<file path="src/common/spd_pkg.sv">
// Shared constants, types and the CRC helper for the single-pin debug link.
package spd_pkg;
	localparam int CLK_HZ = 125000000;
	localparam int T_SLV_RST_MS = 20;
	localparam int T_DIS_MS = 100;
	localparam int ENA_BAUD_HZ = 1000;
	localparam int SLV_RST_CYC = CLK_HZ / 1000 * T_SLV_RST_MS;
	localparam int DIS_CYC = CLK_HZ / 1000 * T_DIS_MS;
	localparam int ENA_SYNC_CYC = CLK_HZ / ENA_BAUD_HZ * 8;
	localparam int CNT_W = 24;
	localparam logic [7:0] SYNC_BYTE = 8'h55;
	localparam int BIT_LONG = 7;
	localparam int BIT_RSP = 6;
	localparam logic [7:0] GUARD_MAX = 8'h80;
	localparam logic [15:0] CRC_POLY = 16'h8408;
	localparam logic [15:0] CRC_INIT = 16'h0000;
	localparam logic [15:0] CRC_SKIP = 16'h0000;
	localparam logic [7:0] CMD_AYA = 8'h01;
	localparam logic [7:0] CMD_ID = 8'h02;
	localparam logic [7:0] CMD_TUNE = 8'h04;
	localparam logic [7:0] CMD_DISABLE = 8'h07;
	localparam logic [7:0] CMD_TWO_PIN = 8'h08;
	localparam logic [7:0] CMD_MEM_WR = 8'h80;
	localparam logic [7:0] CMD_MEM_RD = 8'h81;
	localparam logic [7:0] CMD_HALT = 8'h82;
	localparam logic [7:0] CMD_RESET = 8'h83;
	localparam logic [7:0] CMD_GUARD = 8'h84;
	localparam logic [7:0] RSP_ACK = 8'h40;
	localparam logic [7:0] RSP_NEG = 8'h41;
	localparam logic [7:0] RSP_ID = 8'hc0;
	localparam logic [7:0] RSP_TUNE = 8'hc3;
	localparam logic [15:0] RSP_DLEN = 16'h0004;
	localparam logic [3:0] TX_N_SHORT = 4'h4;
	localparam logic [3:0] TX_N_LONG = 4'ha;
	localparam logic [3:0] FRAME_BITS = 4'h9;
	localparam logic [7:0] REG_CTRL = 8'h00;
	localparam logic [7:0] REG_STAT = 8'h04;
	localparam logic [7:0] REG_TUNE = 8'h08;
	localparam logic [7:0] REG_GUARD = 8'h0c;
	localparam int CTRL_EN = 0;
	localparam logic [1:0] RESP_OKAY = 2'h0;
	localparam logic [1:0] RESP_DECERR = 2'h3;

	typedef enum logic [2:0] {RX_IDLE, RX_SYNC, RX_WAIT, RX_BITS} spd_rx_e;
	typedef enum logic [2:0] {PK_CMD, PK_LENH, PK_LENL, PK_DATA, PK_CRCL, PK_CRCH} spd_pk_e;
	typedef enum logic [1:0] {TX_IDLE, TX_GUARD, TX_BITS} spd_tx_e;

	typedef struct packed {
		logic awvalid;
		logic [7:0] awaddr;
		logic wvalid;
		logic [31:0] wdata;
		logic [3:0] wstrb;
		logic bready;
		logic arvalid;
		logic [7:0] araddr;
		logic rready;
	} spd_axi_req_s;

	typedef struct packed {
		logic awready;
		logic wready;
		logic bvalid;
		logic [1:0] bresp;
		logic arready;
		logic rvalid;
		logic [31:0] rdata;
		logic [1:0] rresp;
	} spd_axi_rsp_s;

	typedef struct packed {
		logic reset_pin_out;
		logic reset_pin_oe_n;
		logic debug_tx_pin_out;
		logic debug_tx_pin_oe_n;
	} spd_pin_o_s;

	typedef struct packed {
		logic link_enabled;
		logic cpu_halt;
		logic sys_reset_req;
		logic clk_force_on;
		logic osc_enable;
		logic pin_reset_n;
	} spd_sys_o_s;

	typedef struct packed {
		logic valid;
		logic write;
		logic first;
		logic [7:0] data;
	} spd_svc_s;

	function automatic logic [15:0] spd_crc_byte(input logic [15:0] c, input logic [7:0] b);
		logic [15:0] r;
		r = c;
		for (int i = 0; i < 8; i++)
		begin
			r = (r[0] ^ b[i]) ? ((r >> 1) ^ CRC_POLY) : (r >> 1);
		end
		return r;
	endfunction : spd_crc_byte
endpackage : spd_pkg

</file>
<file path="src/rtl/spd_link.sv">
// Single-pin debug link slave: receiver, packet engine, transmitter and register slave.
//
// The address map and the AXI4-Lite register port are this design's own decisions.
`timescale 1ns/1ns
// What this block does
// - Characters use one start bit, eight data bits LSB first, one stop bit.
// - Master starts every exchange and sets rate; device only answers commands.
// - Packet is sync 0x55, command byte, optional length and data, two CRC bytes.
// - Command top bit set means length and data fields follow.
// - Responses set bit six of the code byte; commands keep it clear.
// - A received CRC of 0x0000 skips the CRC check.
// - CRC covers command, length, data; reflected poly 0x8408, start 0x0000.
// - Bit rate is re-measured from every sync byte and used for the reply.
// - Wait guard time, reset to 128 bits, before driving the line.
// - Release the line right after the last stop bit.
// - Enabling the link sets the halt bit; a halt command loads it from bit 0 of its first data byte.
// - Pin low for 100 ms disables the link and resets the device.
// - Disable command is acknowledged first, then the link turns off.
// - Pin low for 20 ms resets the debug slave like disable plus enable, but keeps a pending reset-command request set.
// - After the two-pin command, replies go on the separate output pin.
// - While active, pin reset is ignored; only the reset command or a 100 ms low resets.
// - Tune value equals eight oscillator-to-bit-rate ratio and is reported.
// - An active link forces the system clocks on.
// - The link runs from the fast oscillator, started when enabled.
// - Service-bus traffic goes through a synchronising bus master outside.
// - A CRC mismatch draws a negative reply, as do halt, reset or guard without data and memory commands after a busy error.
// - Unknown commands draw a negative reply.
module spd_link #(
	parameter int SLV_RST_CYC = spd_pkg::SLV_RST_CYC,
	parameter int DIS_CYC = spd_pkg::DIS_CYC,
	parameter int ENA_SYNC_CYC = spd_pkg::ENA_SYNC_CYC,
	// Identity value is arbitrary.
	parameter logic [31:0] IDCODE = 32'h1234_5001
) (
	// Clock and reset.
	input wire logic aclk,
	input wire logic aresetn,
	// Register bus.
	input wire spd_pkg::spd_axi_req_s axi_req,
	output spd_pkg::spd_axi_rsp_s axi_rsp,
	// Link pins.
	input wire logic reset_pin_in,
	output spd_pkg::spd_pin_o_s pin_o,
	// System controls.
	output spd_pkg::spd_sys_o_s sys_o,
	// Service-bus byte stream towards the clock-crossing bus master.
	output spd_pkg::spd_svc_s svc_o,
	input wire logic svc_ready
);
	import spd_pkg::*;

	logic pin_r, pin_prev_r, enabled_r, two_pin_r, halt_r, sys_rst_cmd_r, dev_rst_r, dis_pend_r;
	logic [CNT_W-1:0] low_cnt_r, rx_cnt_r, tune_r, tx_cnt_r;
	logic [7:0] guard_r, rx_sh_r, gcnt_r, cmd_r, crc_lo_r, d0_r, rsp_code_r;
	logic [2:0] edge_n_r;
	logic [3:0] rx_bn_r, tx_bn_r, tx_idx_r;
	logic [15:0] crc_r, len_r, data_n_r, tx_crc_r;
	logic [31:0] rsp_data_r;
	logic rsp_long_r, svc_err_r;
	logic [9:0] tx_sh_r;
	spd_rx_e rx_st_r;
	spd_pk_e pk_st_r;
	spd_tx_e tx_st_r;
	spd_svc_s svc_r;

	// Pin edge and long-low detection.
	wire fall = pin_prev_r & ~pin_r;
	wire slv_rst = enabled_r & ~pin_r & (low_cnt_r == CNT_W'(SLV_RST_CYC - 1));
	wire dis_evt = enabled_r & ~pin_r & (low_cnt_r == CNT_W'(DIS_CYC - 1));
	wire tx_busy = tx_st_r != TX_IDLE;
	wire [CNT_W-1:0] bit_per = {3'h0, tune_r[CNT_W-1:3]};
	wire [CNT_W-1:0] half_per = {4'h0, tune_r[CNT_W-1:4]};
	wire sync_done = (rx_st_r == RX_SYNC) & fall & (edge_n_r == 3'h4);
	wire [CNT_W-1:0] sync_len = rx_cnt_r + CNT_W'(1);
	wire ena_ok = (sync_len >= CNT_W'(ENA_SYNC_CYC / 2)) & (sync_len <= CNT_W'(ENA_SYNC_CYC * 2));
	wire line_enable = sync_done & ~enabled_r & ena_ok;
	wire [CNT_W-1:0] rx_tgt = (rx_bn_r == 4'h0) ? half_per : bit_per - CNT_W'(1);
	wire rx_tick = (rx_st_r == RX_BITS) & (rx_cnt_r == rx_tgt);
	wire rx_byte_v = rx_tick & (rx_bn_r == FRAME_BITS) & pin_r;
	wire [7:0] rx_byte = rx_sh_r;
	wire exec = rx_byte_v & (pk_st_r == PK_CRCH);
	wire [15:0] rx_crc = {rx_byte, crc_lo_r};
	wire crc_ok = (rx_crc == CRC_SKIP) | (rx_crc == crc_r);
	wire has_d = data_n_r != 16'h0;
	wire mem_cmd = (cmd_r == CMD_MEM_WR) | (cmd_r == CMD_MEM_RD);
	wire svc_load = rx_byte_v & (pk_st_r == PK_DATA) & mem_cmd & enabled_r;
	wire svc_busy = svc_r.valid & ~svc_ready;

	always_ff @(posedge aclk)
	begin
		pin_r <= aresetn ? reset_pin_in : 1'b1;
		pin_prev_r <= aresetn ? pin_r : 1'b1;
		if (!aresetn || pin_r)
			low_cnt_r <= '0;
		else if (low_cnt_r != CNT_W'(DIS_CYC))
			low_cnt_r <= low_cnt_r + CNT_W'(1);
	end

	// Character receiver; the sync byte is timed from its first to fifth falling edge.
	always_ff @(posedge aclk)
	begin
		if (!aresetn || slv_rst || tx_busy || exec)
		begin
			rx_st_r <= RX_IDLE;
			rx_cnt_r <= '0;
			edge_n_r <= '0;
			rx_bn_r <= '0;
		end
		else
		begin
			case (rx_st_r)
				RX_IDLE:
				begin
					rx_cnt_r <= '0;
					edge_n_r <= 3'h1;
					if (fall)
						rx_st_r <= RX_SYNC;
				end
				RX_SYNC:
				begin
					rx_cnt_r <= rx_cnt_r + CNT_W'(1);
					if (fall)
						edge_n_r <= edge_n_r + 3'h1;
					if (sync_done)
						rx_st_r <= enabled_r ? RX_WAIT : RX_IDLE;
					// A sync slower than the slowest legal rate is dropped, so stray edges
					// cannot leave the receiver stuck counting.
					else if (rx_cnt_r == CNT_W'(ENA_SYNC_CYC * 2))
						rx_st_r <= RX_IDLE;
				end
				RX_WAIT:
				begin
					rx_cnt_r <= '0;
					rx_bn_r <= '0;
					if (fall)
						rx_st_r <= RX_BITS;
				end
				RX_BITS:
				begin
					rx_cnt_r <= rx_tick ? '0 : rx_cnt_r + CNT_W'(1);
					if (rx_tick)
					begin
						rx_bn_r <= rx_bn_r + 4'h1;
						if ((rx_bn_r == 4'h0 && pin_r) || rx_bn_r == FRAME_BITS)
							rx_st_r <= RX_WAIT;
					end
				end
				default: rx_st_r <= RX_IDLE;
			endcase
		end
	end

	always_ff @(posedge aclk)
	begin
		if (!aresetn)
			tune_r <= CNT_W'(ENA_SYNC_CYC);
		else if (sync_done)
			tune_r <= sync_len;
		if (rx_tick && rx_bn_r != 4'h0 && rx_bn_r != FRAME_BITS)
			rx_sh_r <= {pin_r, rx_sh_r[7:1]};
	end

	// Packet parser: command, optional length and data, then CRC.
	always_ff @(posedge aclk)
	begin
		if (!aresetn || sync_done || slv_rst)
		begin
			pk_st_r <= PK_CMD;
			crc_r <= CRC_INIT;
			data_n_r <= '0;
		end
		else if (rx_byte_v)
		begin
			if (pk_st_r != PK_CRCL && pk_st_r != PK_CRCH)
				crc_r <= spd_crc_byte(crc_r, rx_byte);
			case (pk_st_r)
				PK_CMD:
				begin
					cmd_r <= rx_byte;
					pk_st_r <= rx_byte[BIT_LONG] ? PK_LENH : PK_CRCL;
				end
				PK_LENH:
				begin
					len_r[15:8] <= rx_byte;
					pk_st_r <= PK_LENL;
				end
				PK_LENL:
				begin
					len_r[7:0] <= rx_byte;
					pk_st_r <= ({len_r[15:8], rx_byte} == 16'h0) ? PK_CRCL : PK_DATA;
				end
				PK_DATA:
				begin
					if (data_n_r == 16'h0)
						d0_r <= rx_byte;
					data_n_r <= data_n_r + 16'h1;
					if (data_n_r == len_r - 16'h1)
						pk_st_r <= PK_CRCL;
				end
				PK_CRCL:
				begin
					crc_lo_r <= rx_byte;
					pk_st_r <= PK_CRCH;
				end
				PK_CRCH: pk_st_r <= PK_CMD;
				default: pk_st_r <= PK_CMD;
			endcase
		end
	end

	// Service-bus bytes; a byte arriving before the last was taken is a busy error.
	always_ff @(posedge aclk)
	begin
		if (!aresetn)
		begin
			svc_r <= '0;
			svc_err_r <= 1'b0;
		end
		else
		begin
			if (svc_r.valid && svc_ready)
				svc_r.valid <= 1'b0;
			if (sync_done)
				svc_err_r <= 1'b0;
			if (svc_load && svc_busy)
				svc_err_r <= 1'b1;
			else if (svc_load)
				svc_r <= '{valid: 1'b1, write: cmd_r == CMD_MEM_WR, first: ~has_d, data: rx_byte};
		end
	end

	// Command decode at the end of a packet.
	logic [7:0] rsp_c;
	logic long_c, ok_c;
	logic [31:0] dat_c;
	always_comb
	begin
		ok_c = 1'b1;
		long_c = 1'b0;
		dat_c = '0;
		case (cmd_r)
			CMD_AYA, CMD_DISABLE, CMD_TWO_PIN: ok_c = 1'b1;
			CMD_ID:
			begin
				long_c = 1'b1;
				dat_c = IDCODE;
			end
			CMD_TUNE:
			begin
				long_c = 1'b1;
				dat_c = 32'(tune_r);
			end
			CMD_HALT, CMD_RESET, CMD_GUARD: ok_c = has_d;
			CMD_MEM_WR, CMD_MEM_RD: ok_c = ~svc_err_r;
			default: ok_c = 1'b0;
		endcase
		ok_c = ok_c & crc_ok;
		rsp_c = ~ok_c ? RSP_NEG : (cmd_r == CMD_ID) ? RSP_ID : (cmd_r == CMD_TUNE) ? RSP_TUNE : RSP_ACK;
	end
	wire run = exec & ok_c & enabled_r;

	// Link state, halt, guard and reset controls.
	logic ctrl_wr, ctrl_en;
	always_ff @(posedge aclk)
	begin
		if (!aresetn)
		begin
			enabled_r <= 1'b0;
			two_pin_r <= 1'b0;
			halt_r <= 1'b0;
			guard_r <= GUARD_MAX;
			dis_pend_r <= 1'b0;
			sys_rst_cmd_r <= 1'b0;
			dev_rst_r <= 1'b0;
		end
		else
		begin
			dev_rst_r <= dis_evt;
			if (line_enable || slv_rst || (ctrl_wr && ctrl_en && !enabled_r))
			begin
				enabled_r <= 1'b1;
				halt_r <= 1'b1;
				guard_r <= GUARD_MAX;
				two_pin_r <= 1'b0;
				dis_pend_r <= 1'b0;
			end
			else if (dis_evt || (ctrl_wr && !ctrl_en) || (dis_pend_r && !tx_busy))
			begin
				enabled_r <= 1'b0;
				two_pin_r <= 1'b0;
				dis_pend_r <= 1'b0;
				sys_rst_cmd_r <= 1'b0;
			end
			else if (run)
			begin
				if (cmd_r == CMD_DISABLE)
					dis_pend_r <= 1'b1;
				if (cmd_r == CMD_TWO_PIN)
					two_pin_r <= 1'b1;
				if (cmd_r == CMD_HALT)
					halt_r <= d0_r[0];
				if (cmd_r == CMD_RESET)
					sys_rst_cmd_r <= d0_r[0];
				if (cmd_r == CMD_GUARD)
					guard_r <= (d0_r == 8'h0 || d0_r > GUARD_MAX) ? GUARD_MAX : d0_r;
			end
		end
	end

	// Transmitter: guard time, then sync, code, optional length and data, CRC low then high.
	wire [3:0] tx_n = rsp_long_r ? TX_N_LONG : TX_N_SHORT;
	wire [1:0] dsel = tx_idx_r[1:0];
	wire [7:0] tx_dat = rsp_data_r[(5'd31 - {dsel, 3'h0}) -: 8];
	wire [7:0] tx_byte = (tx_idx_r == 4'h0) ? SYNC_BYTE : (tx_idx_r == 4'h1) ? rsp_code_r :
		(tx_idx_r == tx_n - 4'h2) ? tx_crc_r[7:0] : (tx_idx_r == tx_n - 4'h1) ? tx_crc_r[15:8] :
		(tx_idx_r == 4'h2) ? RSP_DLEN[15:8] : (tx_idx_r == 4'h3) ? RSP_DLEN[7:0] : tx_dat;
	wire tx_bit_end = tx_cnt_r == bit_per - CNT_W'(1);
	wire tx_load = (tx_st_r == TX_GUARD && tx_bit_end && gcnt_r == 8'h1) ||
		(tx_st_r == TX_BITS && tx_bit_end && tx_bn_r == FRAME_BITS && tx_idx_r != tx_n);
	wire tx_last = tx_st_r == TX_BITS && tx_bit_end && tx_bn_r == FRAME_BITS && tx_idx_r == tx_n;

	always_ff @(posedge aclk)
	begin
		if (!aresetn || slv_rst || dis_evt)
		begin
			tx_st_r <= TX_IDLE;
			tx_sh_r <= 10'h3ff;
			tx_cnt_r <= '0;
		end
		else
		begin
			tx_cnt_r <= (tx_st_r == TX_IDLE || tx_bit_end) ? '0 : tx_cnt_r + CNT_W'(1);
			if (exec && enabled_r)
			begin
				tx_st_r <= TX_GUARD;
				gcnt_r <= guard_r;
				tx_idx_r <= '0;
				tx_crc_r <= CRC_INIT;
				rsp_code_r <= rsp_c;
				rsp_long_r <= long_c;
				rsp_data_r <= dat_c;
			end
			else if (tx_st_r == TX_GUARD && tx_bit_end)
				gcnt_r <= gcnt_r - 8'h1;
			if (tx_load)
			begin
				tx_st_r <= TX_BITS;
				tx_sh_r <= {1'b1, tx_byte, 1'b0};
				tx_bn_r <= '0;
				tx_idx_r <= tx_idx_r + 4'h1;
				if (tx_idx_r != 4'h0 && tx_idx_r < tx_n - 4'h2)
					tx_crc_r <= spd_crc_byte(tx_crc_r, tx_byte);
			end
			else if (tx_last)
			begin
				tx_st_r <= TX_IDLE;
				tx_sh_r <= 10'h3ff;
			end
			else if (tx_st_r == TX_BITS && tx_bit_end)
			begin
				tx_sh_r <= {1'b1, tx_sh_r[9:1]};
				tx_bn_r <= tx_bn_r + 4'h1;
			end
		end
	end

	wire tx_drive = tx_st_r == TX_BITS;
	assign pin_o.reset_pin_out = tx_sh_r[0];
	assign pin_o.reset_pin_oe_n = ~(tx_drive & ~two_pin_r);
	assign pin_o.debug_tx_pin_out = tx_sh_r[0];
	assign pin_o.debug_tx_pin_oe_n = ~(enabled_r & two_pin_r);

	assign sys_o.link_enabled = enabled_r;
	assign sys_o.cpu_halt = halt_r;
	assign sys_o.sys_reset_req = sys_rst_cmd_r | dev_rst_r;
	assign sys_o.clk_force_on = enabled_r;
	assign sys_o.osc_enable = enabled_r;
	assign sys_o.pin_reset_n = enabled_r | pin_r;
	assign svc_o = svc_r;

	// Register slave.
	logic aw_got_r, w_got_r, bvalid_r, rvalid_r;
	logic [7:0] awaddr_r;
	logic [31:0] wdata_r, rdata_r;
	logic [3:0] wstrb_r;
	logic [1:0] bresp_r, rresp_r;
	wire wr_go = aw_got_r & w_got_r & ~bvalid_r;
	wire rd_go = axi_req.arvalid & ~rvalid_r;
	wire wr_map = (awaddr_r == REG_CTRL) | (awaddr_r == REG_STAT) | (awaddr_r == REG_TUNE) |
		(awaddr_r == REG_GUARD);
	wire rd_map = (axi_req.araddr == REG_CTRL) | (axi_req.araddr == REG_STAT) |
		(axi_req.araddr == REG_TUNE) | (axi_req.araddr == REG_GUARD);
	wire [31:0] stat_w = {27'h0, svc_err_r, tx_busy, halt_r, two_pin_r, enabled_r};
	wire [31:0] rd_mux = (axi_req.araddr == REG_CTRL) ? {31'h0, enabled_r} :
		(axi_req.araddr == REG_STAT) ? stat_w : (axi_req.araddr == REG_TUNE) ? 32'(tune_r) :
		(axi_req.araddr == REG_GUARD) ? {24'h0, guard_r} : 32'h0;
	assign ctrl_wr = wr_go & (awaddr_r == REG_CTRL) & wstrb_r[0];
	assign ctrl_en = wdata_r[CTRL_EN];

	always_ff @(posedge aclk)
	begin
		if (!aresetn)
		begin
			aw_got_r <= 1'b0;
			w_got_r <= 1'b0;
			bvalid_r <= 1'b0;
			rvalid_r <= 1'b0;
		end
		else
		begin
			if (axi_req.awvalid && axi_rsp.awready)
			begin
				aw_got_r <= 1'b1;
				awaddr_r <= axi_req.awaddr;
			end
			if (axi_req.wvalid && axi_rsp.wready)
			begin
				w_got_r <= 1'b1;
				wdata_r <= axi_req.wdata;
				wstrb_r <= axi_req.wstrb;
			end
			if (wr_go)
			begin
				aw_got_r <= 1'b0;
				w_got_r <= 1'b0;
				bvalid_r <= 1'b1;
				bresp_r <= wr_map ? RESP_OKAY : RESP_DECERR;
			end
			else if (bvalid_r && axi_req.bready)
				bvalid_r <= 1'b0;
			if (rd_go)
			begin
				rvalid_r <= 1'b1;
				rdata_r <= rd_mux;
				rresp_r <= rd_map ? RESP_OKAY : RESP_DECERR;
			end
			else if (rvalid_r && axi_req.rready)
				rvalid_r <= 1'b0;
		end
	end

	assign axi_rsp.awready = ~aw_got_r & ~bvalid_r;
	assign axi_rsp.wready = ~w_got_r & ~bvalid_r;
	assign axi_rsp.bvalid = bvalid_r;
	assign axi_rsp.bresp = bresp_r;
	assign axi_rsp.arready = ~rvalid_r;
	assign axi_rsp.rvalid = rvalid_r;
	assign axi_rsp.rdata = rdata_r;
	assign axi_rsp.rresp = rresp_r;
endmodule : spd_link

</file>
<file path="config.mk">
export PLATFORM = sky130hd
export DESIGN_NAME = spd_link
export DESIGN_NICKNAME = d
export VERILOG_FILES = /design/src/common/spd_pkg.sv /design/src/rtl/spd_link.sv
export SDC_FILE = /design/constraint.sdc
export NUM_CORES = 1
export LEC_CHECK = 0
export BUFFER_PORTS_ARGS = -buffer_cell sky130_fd_sc_hd__clkbuf_2
export CORE_MARGIN = 5
export CORE_UTILIZATION = 50
export CTS_BUF_LIST = sky130_fd_sc_hd__clkbuf_8
export DETAILED_ROUTE_END_ITERATION = 8
export PLACE_DENSITY = 0.68
export SETUP_SLACK_MARGIN = 0.4
export SLEW_MARGIN = 20
export SYNTH_ARGS = -nofsm -noshare
export SYNTH_HDL_FRONTEND = slang
export SYNTH_SLANG_ARGS = --single-unit
</file>
<file path="constraint.sdc">
create_clock -name aclk -period 10.8 [get_ports aclk]
set_input_delay 1.08 -clock aclk [delete_from_list [all_inputs] [get_ports aclk]]
set_output_delay 1.08 -clock aclk [all_outputs]
set_load 0.02 [all_outputs]
</file>
==> results.yml <==
clocking:
  cts.sinks: 328
  cts_buffer_depth: 3
  cts_resized: 0
  path_clk_slew_ns: 0.07
  root_buffer: "clkbuf_8"
  post_cts.repair.setup_buffers: 0
  cts_tree: "yes"
  clk-insertion-delay-late_ns: 0.65
  ctsHoldBuffers: 0
  cts_made_buffers: 56
  ctsHtreeMaxLevel: 2
drt:
  via_per_inst: 5.89
  vias: 14500
  post_drt_wl_per_cell_um: 18.7
  drtAntennaViolNets: 0
  wirelength_mm: 46.0
  drt_iter0_drc: 1375
  drc: 0
  drt-pass1-iter-count: 6
place:
  post-dp-hpwl_mm: 32.0
  place_congestion: 0.931
  dp.cells: 2358
  portBuffers: 80
  pre_cts_slack_ns: 5.17
cells_and_area:
  final_cell_mix: "199 x nor2_1, 183 x dfxtp_1, 145 x edfxtp_1"
  drive_gt1_frac: 0.111
  final_nets: 2040
  area_delta_synth_final_pct: 8.64
  final_core_util: 0.551
  final_cell_count_no_fill: 2464
  seq_area_mm2: 0.00802
  num-fill-cells: 3237
  final_common_cell: "nor2_1"
  diodes: 0
  multi_input_area_mm2: 0.00923
die:
  dieArea_mm2: 0.0400
  fp.dieW_um: 200
  rows: 69
  io_pins: 123
  fp.dieH_um: 200
  start_util: 0.507
  core_area_mm2: 0.0356
sta:
  min_period_over_period: 0.520
  setup_viol: 0
  fin_hold_ws_ns: 0.471
  finalHoldViolations: 0
  clock.fmax_mhz: 178
  period_needed_ns: 5.62
  fin_worst_skew_ns: 0.0383
  slew_headroom: 0.228
  tightest_slew_ns: 1.15
  final.setup.tns_ns: 0
  rsz0062_at_grt: "false"
  setup_ws_ns: 5.18
  slew_violations: 0
setup_path:
  end_kind: "flop"
  timing.rr.end: "len_r[12]"
  worstPathRequired_ns: 11.08
  start_kind: "flop"
  crit_start: "tune_r[3]"
  critPathMaxFanout: 8
  rr_worst_depth: 11
  rrSetupSlack_ns: 5.18
  r2r_start: "tune_r[3]"
  arrival_ns: 5.90
  critPathKind: "reg2reg"
pwr:
  powerDensity_mw_per_mm2: 122
  p_leak_nw: 6.86
  max-vdd-ir-drop_mv: 0.102
synthesis:
  synth-main-ff-cell: "dfxtp_1"
  synthArstFlopShare: 0
  yosys_warnings: 0
  ys_seq_area_frac: 0.444
  synth_edf_count: 145
  synth_cell_types: 89
  synthCells: 1931
  syn-cell-area_mm2: 0.0180
  syn_avg_cell_area_um2: 9.35
  yosys_register_bits: 328
global_routing:
  grt_pass1_wl_mm: 73.1
  grt-ovfl-total: 0
  track_usage: 0.227
  antenna_found_initial: 0
  grt_start_max_net_pins: 40
  grt_pass1_vias: 13600
job:
  maxCapViolations: 0
outcome:
  outcome: "completed"
hold_path:
  hold_class: "reg2reg"
  hp-start: "svc_o[4]"
  whs_path_depth: 2
  hold-path-endpoint: "svc_o[4]"
==> flip-flops by register name, indices dropped and copies added (netlist names), 4 cells and up <==
signal      flops
rx_byte         8
svc_o          11
tx_idx_r        4
low_cnt_r      24
crc_lo_r        8
tx_cnt_r       24
tune_r         24
rx_cnt_r       24
gcnt_r          8
cmd_r           8
rdata_r        24
tx_sh_r         9
data_n_r       16
rsp_data_r     25
rx_bn_r         4
d0_r            8
tx_bn_r         4
guard_r         8
crc_r          16
tx_crc_r       16
len_r          16
awaddr_r        8
==> power by group <==
part	switching, mW	leakage [nW]	internal [mW]
Sequential	0.00524	2.88	1.30
Combinational	0.0372	3.37	0.0137
Clock	0.522	0.610	0.527
Total	0.564	6.86	1.84
==> worst max-delay path by stage <==
stage / to / depth (start not counted)
finish: len_r[12] / 11
global route: len_r[13] / 11
CTS: len_r[0] / 11
detailed placement: len_r[0] / 11
global placement: len_r[0] / 11
floorplan: rsp_code_r[0] / 13
==> synth_stat cells, types with 22 or more instances <==
cell type | n | area (µm²)
nor2_1 | 200 | 751
nor4_1 | 38 | 238
dfxtp_1 | 183 | 3660
and3_1 | 31 | 194
nand3_1 | 83 | 415
edfxtp_1 | 145 | 4350
or4_1 | 27 | 203
a211oi_1 | 27 | 203
and2_1 | 39 | 244
ha_1 | 24 | 300
nand4_1 | 36 | 225
nand2b_1 | 22 | 138
inv_1 | 57 | 214
nor3_1 | 65 | 325
o31ai_1 | 22 | 165
a21oi_1 | 71 | 355
xnor2_1 | 132 | 1160
mux2i_1 | 42 | 420
xor2_1 | 85 | 744
nand2_1 | 128 | 480
clkbuf_1 | 94 | 353
o21ai_0 | 54 | 270
==> metrics by stage <==
step	cell area [µm²]	total power, mW
2_1_floorplan	18100	1.36
3_3_place_gp	18500	1.38
3_5_place_dp	18500	1.38
4_1_cts	19600	2.43
5_1_grt	19600	2.50
6_report	19600	2.40
==> logic make-up after synthesis <==
group / after synthesis / share of synthesized area
AOI/OAI and AO/OA: 330 / 0.125
xor gates and xnor gates: 221 / 0.110
adders and majority gates: 24 / 0.0166
buffers and inverters: 195 / 0.0473
DFF: 328 / 0.444
muxes: 54 / 0.0320
other: 1 / 0.000208
and+or+nand+nor: 778 / 0.225
==> worst max-delay path: stages (launching register included) <==
cell,delay (ns)
dfxtp_1,0.44
inv_1,0.23
ha_1,0.28
or4b_1,0.63
nor4_2,0.42
xnor2_1,0.23
o21ai_0,0.22
a2111oi_0,0.72
o21ai_0,0.35
nor3_1,0.80
nand3_1,0.34
nor2_1,0.60
==> per-layer routing <==
layer  GRT usage  vias to the layer above  wire length, µm
met5           0                        -                0
met4      0.0785                        0             1220
met3      0.0396                       88             3930
met2       0.358                      579            20900
met1       0.317                     6828            19900
li1            -                     7009                -
==> final cells by class <==
class                           instances  area share
Inverter                               57      0.0109
Clock inverter                         48      0.0123
Clock buffer                           58      0.0407
Sequential cell                       328       0.409
Timing Repair Buffer                   97      0.0269
Tap cell                              461      0.0294
Multi-Input combinational cell       1415       0.471
(Power assumes the default switching activity.)
